==> src/rtl/shift_reg4_consts.svh <==
// Summary of operation
// Mode select alone picks the clocked operation
// Both select bits low: stages hold
// Both select bits high: parallel load all stages
// Low bit only: shift toward higher stages
// High bit only: shift toward lower stages
// Serial inputs at first and last stage
// Inputs other than clear act only on shift clock rise
// Clear low forces stages low at once
// Driver keeps inputs stable before clock rise
`ifndef SHIFT_REG4_CONSTS_SVH
`define SHIFT_REG4_CONSTS_SVH

// Geometry
`define STAGE_COUNT 4
`define STAGE_RESET 4'h0

// Positions inside the synchronised input vector
`define IN_PAR_LSB 0
`define IN_PAR_MSB 3
`define IN_SHR_BIT 4
`define IN_SHL_BIT 5
`define IN_MODE_LO_BIT 6
`define IN_MODE_HI_BIT 7
`define IN_CLK_BIT 8
`define IN_CLR_BIT 9
`define IN_WIDTH 10
`define IN_RESET 10'h000

// Mode select encodings {high bit, low bit}
`define MODE_CODE_HOLD 2'h0
`define MODE_CODE_SHR 2'h1
`define MODE_CODE_SHL 2'h2
`define MODE_CODE_LOAD 2'h3

`endif

==> src/rtl/shift_reg4_pkg.sv <==
package shift_reg4_pkg;

  // Clocked operation chosen by the mode select pins
  typedef enum logic [1:0] {
    MODE_HOLD,
    MODE_SHIFT_RIGHT,
    MODE_SHIFT_LEFT,
    MODE_LOAD
  } shift_mode_e;

  typedef logic [3:0] stage_t;

endpackage : shift_reg4_pkg

==> src/rtl/pin_sync.sv <==
`timescale 1ns/1ns
`default_nettype none
`include "shift_reg4_consts.svh"

module pin_sync (
  // Clock and reset
  input wire logic clk_i,
  input wire logic reset_n_i,
  // Pins in, synchronised copy out
  input wire logic [`IN_WIDTH-1:0] pins_i,
  output logic [`IN_WIDTH-1:0] synced_o
);

  logic [`IN_WIDTH-1:0] first_stage;

  // First stage feeds only the second stage
  always_ff @(posedge clk_i) begin
    if (!reset_n_i) begin
      first_stage <= `IN_RESET;
    end else begin
      first_stage <= pins_i;
    end
  end

  always_ff @(posedge clk_i) begin
    if (!reset_n_i) begin
      synced_o <= `IN_RESET;
    end else begin
      synced_o <= first_stage;
    end
  end

endmodule : pin_sync
`default_nettype wire

==> src/rtl/bidir_universal_shift_reg4.sv <==
`timescale 1ns/1ns
`default_nettype none
`include "shift_reg4_consts.svh"

module bidir_universal_shift_reg4
  import shift_reg4_pkg::*;
(
  // Clock and reset
  input wire logic clk_i,
  input wire logic reset_n_i,
  // Asynchronous clear pin, active low
  input wire logic master_clear_n_i,
  // Shift clock pin, acts on its rising edge
  input wire logic shift_clock_i,
  // Mode select pins
  input wire logic mode_select_low_bit_i,
  input wire logic mode_select_high_bit_i,
  // Serial data pins
  input wire logic right_shift_serial_in_i,
  input wire logic left_shift_serial_in_i,
  // Parallel data pins
  input wire logic [`STAGE_COUNT-1:0] parallel_load_in_i,
  // Stage outputs
  output logic [`STAGE_COUNT-1:0] stage_out_o
);

  ////////////////////////////////////////////////////////////////////////////
  // Decoding used by the stage logic and by the checks

  function automatic shift_mode_e decode_mode(input logic [1:0] code);
    shift_mode_e m;
    m = MODE_HOLD;
    case (code)
      `MODE_CODE_HOLD: m = MODE_HOLD;
      `MODE_CODE_SHR: m = MODE_SHIFT_RIGHT;
      `MODE_CODE_SHL: m = MODE_SHIFT_LEFT;
      `MODE_CODE_LOAD: m = MODE_LOAD;
      default: m = MODE_HOLD;
    endcase
    return m;
  endfunction : decode_mode

  ////////////////////////////////////////////////////////////////////////////
  // Pin synchronisers

  logic [`IN_WIDTH-1:0] pins;
  logic [`IN_WIDTH-1:0] synced;

  assign pins = {master_clear_n_i, shift_clock_i, mode_select_high_bit_i,
                 mode_select_low_bit_i, left_shift_serial_in_i,
                 right_shift_serial_in_i, parallel_load_in_i};

  // Data and shift clock pass equal delay, so data stays aligned to the edge
  pin_sync u_pin_sync (
    .clk_i(clk_i),
    .reset_n_i(reset_n_i),
    .pins_i(pins),
    .synced_o(synced)
  );

  logic clk_s;
  logic clr_n_s;
  logic shr_s;
  logic shl_s;
  logic [`STAGE_COUNT-1:0] par_s;
  shift_mode_e mode_s;

  assign clk_s = synced[`IN_CLK_BIT];
  assign clr_n_s = synced[`IN_CLR_BIT];
  assign shr_s = synced[`IN_SHR_BIT];
  assign shl_s = synced[`IN_SHL_BIT];
  assign par_s = synced[`IN_PAR_MSB:`IN_PAR_LSB];
  assign mode_s = decode_mode({synced[`IN_MODE_HI_BIT], synced[`IN_MODE_LO_BIT]});

  ////////////////////////////////////////////////////////////////////////////
  // Shift clock rising edge detection

  logic clk_prev;
  logic shift_edge;

  always_ff @(posedge clk_i) begin
    if (!reset_n_i) begin
      clk_prev <= 1'b0;
    end else begin
      clk_prev <= clk_s;
    end
  end

  // No edge counts until the clear release has reached the sampled domain
  assign shift_edge = clk_s & ~clk_prev & clr_n_s;

  ////////////////////////////////////////////////////////////////////////////
  // Next stage values

  stage_t stage;
  stage_t next_stage;

  genvar gi;
  generate
    for (gi = 0; gi < `STAGE_COUNT; gi++) begin : g_stage
      logic from_lower;
      logic from_upper;
      if (gi == 0) begin : g_first
        assign from_lower = shr_s;
      end else begin : g_mid_lo
        assign from_lower = stage[gi-1];
      end
      if (gi == `STAGE_COUNT - 1) begin : g_last
        assign from_upper = shl_s;
      end else begin : g_mid_hi
        assign from_upper = stage[gi+1];
      end

      always_comb begin
        case (mode_s)
          MODE_HOLD: next_stage[gi] = stage[gi];
          MODE_SHIFT_RIGHT: next_stage[gi] = from_lower;
          MODE_SHIFT_LEFT: next_stage[gi] = from_upper;
          MODE_LOAD: next_stage[gi] = par_s[gi];
          default: next_stage[gi] = stage[gi];
        endcase
      end
    end
  endgenerate

  ////////////////////////////////////////////////////////////////////////////
  // Stage register

  // Clear pin acts without the clock; the reset value is a constant
  always_ff @(posedge clk_i or negedge master_clear_n_i) begin
    if (!master_clear_n_i) begin
      stage <= `STAGE_RESET;
    end else if (!reset_n_i) begin
      stage <= `STAGE_RESET;
    end else if (shift_edge) begin
      stage <= next_stage;
    end
  end

  assign stage_out_o = stage;

  ////////////////////////////////////////////////////////////////////////////
  // Checks

  mode_only_a: assert property (
    @(posedge clk_i) disable iff (!reset_n_i || !master_clear_n_i)
    (stage != $past(stage)) |-> ($past(shift_edge) && $past(mode_s) != MODE_HOLD)
  ) else $error("stages changed without an edge in a moving mode");

  hold_keeps_a: assert property (
    @(posedge clk_i) disable iff (!reset_n_i || !master_clear_n_i)
    (shift_edge && mode_s == MODE_HOLD) |=> (stage_out_o == $past(stage_out_o))
  ) else $error("hold mode altered the stages");

  load_takes_a: assert property (
    @(posedge clk_i) disable iff (!reset_n_i || !master_clear_n_i)
    (shift_edge && mode_s == MODE_LOAD) |=> (stage_out_o == $past(par_s))
  ) else $error("parallel load did not take the data");

  right_shift_a: assert property (
    @(posedge clk_i) disable iff (!reset_n_i || !master_clear_n_i)
    (shift_edge && mode_s == MODE_SHIFT_RIGHT)
      |=> (stage_out_o[3:1] == $past(stage_out_o[2:0]))
  ) else $error("shift right moved the wrong bits");

  left_shift_a: assert property (
    @(posedge clk_i) disable iff (!reset_n_i || !master_clear_n_i)
    (shift_edge && mode_s == MODE_SHIFT_LEFT)
      |=> (stage_out_o[2:0] == $past(stage_out_o[3:1]))
  ) else $error("shift left moved the wrong bits");

  serial_ends_a: assert property (
    @(posedge clk_i) disable iff (!reset_n_i || !master_clear_n_i)
    shift_edge |=> (($past(mode_s) != MODE_SHIFT_RIGHT || stage_out_o[0] == $past(shr_s))
      && ($past(mode_s) != MODE_SHIFT_LEFT || stage_out_o[3] == $past(shl_s)))
  ) else $error("serial input not taken at the end stage");

  no_edge_a: assert property (
    @(posedge clk_i) disable iff (!reset_n_i || !master_clear_n_i)
    (!(clk_s && !clk_prev)) |=> $stable(stage_out_o)
  ) else $error("stages changed without a shift clock rise");

  clear_forces_a: assert property (
    @(posedge clk_i) disable iff (!reset_n_i)
    (!master_clear_n_i) |-> (stage_out_o == `STAGE_RESET)
  ) else $error("stages not low while clear is asserted");

  ////////////////////////////////////////////////////////////////////////////
  // Checks from the pins
  // A rise sampled at the pins lands three clocks later, through the synchroniser

  pin_hold_a: assert property (
    @(posedge clk_i) disable iff (!reset_n_i || !master_clear_n_i)
    ($rose(shift_clock_i) && {mode_select_high_bit_i, mode_select_low_bit_i} == `MODE_CODE_HOLD)
      |-> ##3 $stable(stage_out_o)
  ) else $error("hold rise at the pins altered the stages");

  pin_load_a: assert property (
    @(posedge clk_i) disable iff (!reset_n_i || !master_clear_n_i)
    ($rose(shift_clock_i) && {mode_select_high_bit_i, mode_select_low_bit_i} == `MODE_CODE_LOAD)
      |-> ##3 (stage_out_o == $past(parallel_load_in_i, 3))
  ) else $error("load rise at the pins did not take the data");

  pin_right_a: assert property (
    @(posedge clk_i) disable iff (!reset_n_i || !master_clear_n_i)
    ($rose(shift_clock_i) && {mode_select_high_bit_i, mode_select_low_bit_i} == `MODE_CODE_SHR)
      |-> ##3 (stage_out_o == {$past(stage_out_o[2:0]), $past(right_shift_serial_in_i, 3)})
  ) else $error("shift right rise at the pins gave the wrong stages");

  pin_left_a: assert property (
    @(posedge clk_i) disable iff (!reset_n_i || !master_clear_n_i)
    ($rose(shift_clock_i) && {mode_select_high_bit_i, mode_select_low_bit_i} == `MODE_CODE_SHL)
      |-> ##3 (stage_out_o == {$past(left_shift_serial_in_i, 3), $past(stage_out_o[3:1])})
  ) else $error("shift left rise at the pins gave the wrong stages");

  pin_quiet_a: assert property (
    @(posedge clk_i) disable iff (!reset_n_i || !master_clear_n_i)
    (!$rose(shift_clock_i))
      |-> ##3 $stable(stage_out_o)
  ) else $error("stages changed without a rise at the shift clock pin");

endmodule : bidir_universal_shift_reg4
`default_nettype wire

==> config.mk <==
export PLATFORM = sky130hd
export DESIGN_NAME = bidir_universal_shift_reg4
export DESIGN_NICKNAME = d
export VERILOG_FILES = /design/src/rtl/shift_reg4_pkg.sv /design/src/rtl/pin_sync.sv /design/src/rtl/bidir_universal_shift_reg4.sv
export VERILOG_INCLUDE_DIRS = /design/src /design/src/rtl
export SDC_FILE = /design/constraint.sdc
export NUM_CORES = 1
export LEC_CHECK = 0
export ABC_AREA = 1
export BUFFER_PORTS_ARGS = -buffer_cell sky130_fd_sc_hd__buf_2
export CORE_ASPECT_RATIO = 1.5
export CORE_MARGIN = 2
export CORE_UTILIZATION = 35
export DETAILED_ROUTE_END_ITERATION = 6
export PLACE_DENSITY = 0.63
export SYNTH_ARGS = -nofsm -noshare
export SYNTH_HDL_FRONTEND = slang
export SYNTH_SLANG_ARGS = --single-unit
==> constraint.sdc <==
create_clock -name clk_i -period 2.7 [get_ports clk_i]
set_clock_uncertainty 0.15 [all_clocks]
set_input_delay 0.135 -clock clk_i [delete_from_list [all_inputs] [get_ports clk_i]]
set_output_delay 0.135 -clock clk_i [all_outputs]
set_load 0.01 [all_outputs]
==> flow_metrics.env <==
export IMPL_synth_fp_nets=121
export IMPL_nets=149
export IMPL_tightest_slew_ns=0.462
export IMPL_p_clk_frac=0.264
export IMPL_final_cell_mix="nand2_1 (30), inv_1 (25), nand3_1 (21), dfxtp_1 (21), buf_2 (15)"
export IMPL_num_rows=22
export IMPL_avgSynthCellArea_um2=8.10
export IMPL_grt_pass1_wl_um=2430
export IMPL_use_met1=0.104
export IMPL_startpoint_type="input pin"
export IMPL_ys_types=11
export IMPL_start_util=0.365
export IMPL_path_clk_slew_ns=0.13
export IMPL_rsz0062_at_grt="no"
export IMPL_wl_um=1390
export IMPL_dieWidth_um=45.0
export IMPL_ff2ff_setup_slack_ns=1.48
export IMPL_yosysTopAreaCell="dfxtp_1"
export IMPL_swShare=0.213
export IMPL_crit_fanout=4
export IMPL_r2r_start="u_pin_sync.synced_o[7]$_SDFF_PN0_"
export IMPL_cap_violations=0
export IMPL_viasPerCell=4.29
export IMPL_seq_area_frac_synth=0.589
export IMPL_wl_per_cell_um=8.68
export IMPL_layout_commonest_cell="nand2_1"
export IMPL_final_antenna_net_count=0
export IMPL_grt_use_met2=0.196
export IMPL_gr_usage_met3=0.0220
export IMPL_synth_area_um2=883
export IMPL_first_global_vias=672
export IMPL_yosys_warnings=0
export IMPL_clkLatencyLatePin_ns=0.31
export IMPL_numCtsBuffers=3
export IMPL_hold_viol=0
export IMPL_reg2regPathDepth=5
export IMPL_clockBufferDepth=2
export IMPL_drive_gt1_frac=0.162
export IMPL_required_ns=3.09
export IMPL_antenna_found_initial=0
export IMPL_gp_congestion=0.804
export IMPL_tns_ns=0
export IMPL_syn_instance_count=109
export IMPL_synthTopCellsByArea="dfxtp_1 (48%), nand2_1 (13%), nand3_1 (12%)"
export IMPL_startpoint="master_clear_n_i"
export IMPL_cts_sinks=25
export IMPL_pwr_share_comb=0.072
export IMPL_hpwlAfterDp_um=925
export IMPL_root_buffer="clkbuf_4"
export IMPL_total_power_mw=0.587
export IMPL_htree_num_levels=1
export IMPL_min_period_over_period=0.571
export IMPL_finalSetupViolCount=0
export IMPL_slew_headroom=0.692
export IMPL_portBuffers=15
export IMPL_cellInternalPower_mw=0.462
export IMPL_num_antenna_cells=0
export IMPL_pwr_share_seq=0.664
export IMPL_timing_fmax_mhz=649
export IMPL_path_class="in -> async"
export IMPL_core_area_mm2=0.00242
export IMPL_die_h_um=65.5
export IMPL_p_switching_mw=0.125
export IMPL_cts_tree="built"
export IMPL_run_status="finished clean"
export IMPL_syn_to_final_growth_pct=25.4
export IMPL_peakVddDrop_mv=0.370
export IMPL_period_needed_ns=1.54
export IMPL_grt_overflow=0
export IMPL_drt_iter0_drc=7
export IMPL_synth_top_area_share=0.476
export IMPL_finalMaxSlewViolations=0
export IMPL_drcViolationCount=0
export IMPL_arrival_ns=1.93
export IMPL_dr_total_vias=687
export IMPL_die_area_mm2=0.00295
export IMPL_post_cts_setup_buffer_count=0
export IMPL_crit_end="stage_out_o[0]$_DFFE_PN0P_"
export IMPL_end_kind="asynchronous set/reset pin"
export IMPL_p_leak_nw=0.659
export IMPL_ys_seq_elements=25
export IMPL_drtPass1Iterations=4
export IMPL_grt_max_degree=30
export IMPL_hp_class="in -> reg"
export IMPL_reg2reg_to="stage_out_o[2]$_DFFE_PN0P_"
export IMPL_powerDensity_mw_per_mm2=530
export IMPL_gr_usage_all_layers=0.112
export IMPL_pin_count=16
export IMPL_grt_busiest_layer="met2"
[power groups by stage]
| stage | Combinational [mW] | Clock (mW) | Sequential (mW) |
|---|---|---|---|
| 3_5_place_dp | 0.0292 | 0 | 0.398 |
| 5_1_grt | 0.0488 | 0.175 | 0.392 |
| 3_3_place_gp | 0.0281 | 0 | 0.398 |
| 6_report | 0.0422 | 0.155 | 0.390 |
| 4_1_cts | 0.0423 | 0.162 | 0.390 |
| 2_1_floorplan | 0.0217 | 0 | 0.396 |
[synth_stat cells]
| cell | count |
|---|---|
| buf_2 | 2 |
| buf_4 | 1 |
| nor2_2 | 2 |
| nor2_1 | 1 |
| nand3_1 | 21 |
| nand2_1 | 30 |
| dfrtp_1 | 4 |
| buf_6 | 1 |
| nand2_2 | 1 |
| inv_1 | 25 |
| dfxtp_1 | 21 |
[metrics by stage]
step,hold WS [ns],area (µm²),instances,worst slack (ns),utilization
after floorplan,-0.311,883,109,1.72,-
after global placement,-0.193,960,144,1.57,0.396
after detailed placement,-0.190,960,144,1.51,0.396
after CTS,0.0904,1110,160,1.15,0.457
after global routing,0.120,1110,160,1.12,0.457
final,0.0992,1110,160,1.16,0.457
[per-layer routing]
metal	part of all wire	up-vias
li1	-	372
met1	0.41	288
met2	0.52	23
met3	0.043	4
met4	0.023	0
met5	0	-
[final cells by class]
type                            instances  area [µm²]
Tap cell                               24        30.0
Multi-Input combinational cell         55         240
Fill cell                             234        1320
Timing Repair Buffer                   27         195
Inverter                               25        93.8
Clock buffer                            3        22.5
Sequential cell                        25         520
Clock inverter                          1        5.00
[registers in the layout, summed over array words and instances (netlist names)]
register,count
u_pin_sync.first_stage,10
u_pin_sync.synced_o,10
stage_out_o,4
clk_prev,1
[how the worst min path moves through the flow]
stage,endpoint,startpoint,cells past startpoint,slack (ns)
after global placement,stage_out_o[2]$_DFFE_PN0P_,master_clear_n_i,1,-0.19
final,u_pin_sync.synced_o[2]$_SDFF_PN0_,reset_n_i,3,0.1
after detailed placement,stage_out_o[1]$_DFFE_PN0P_,master_clear_n_i,1,-0.19
after global routing,u_pin_sync.first_stage[2]$_SDFF_PN0_,reset_n_i,3,0.12
after CTS,u_pin_sync.first_stage[3]$_SDFF_PN0_,reset_n_i,3,0.09
after floorplan,stage_out_o[0]$_DFFE_PN0P_,master_clear_n_i,0,-0.31
[worst max-delay path, cell delays in order]
cell and delay (ns):
dlygate4sd3_1 0.51, dlygate4sd3_1 0.54, buf_2 0.15, dlygate4sd3_1 0.60
[cells by family (layout without fill, tap and decap cells)]
kind of cell / count (synthesis) / count (layout) / share of synthesized area
flops: 25 / 25 / 0.589
buf+inv: 29 / 56 / 0.139
simple gates: 55 / 55 / 0.272
[timing repair]
item	in CTS	in global routing
gates resized for setup	0	0
endpoints found under the hold margin	14	0
hold buffers	12	0
setup endpoints to repair	0	0
Note: power is estimated with default switching activity, not from simulation.
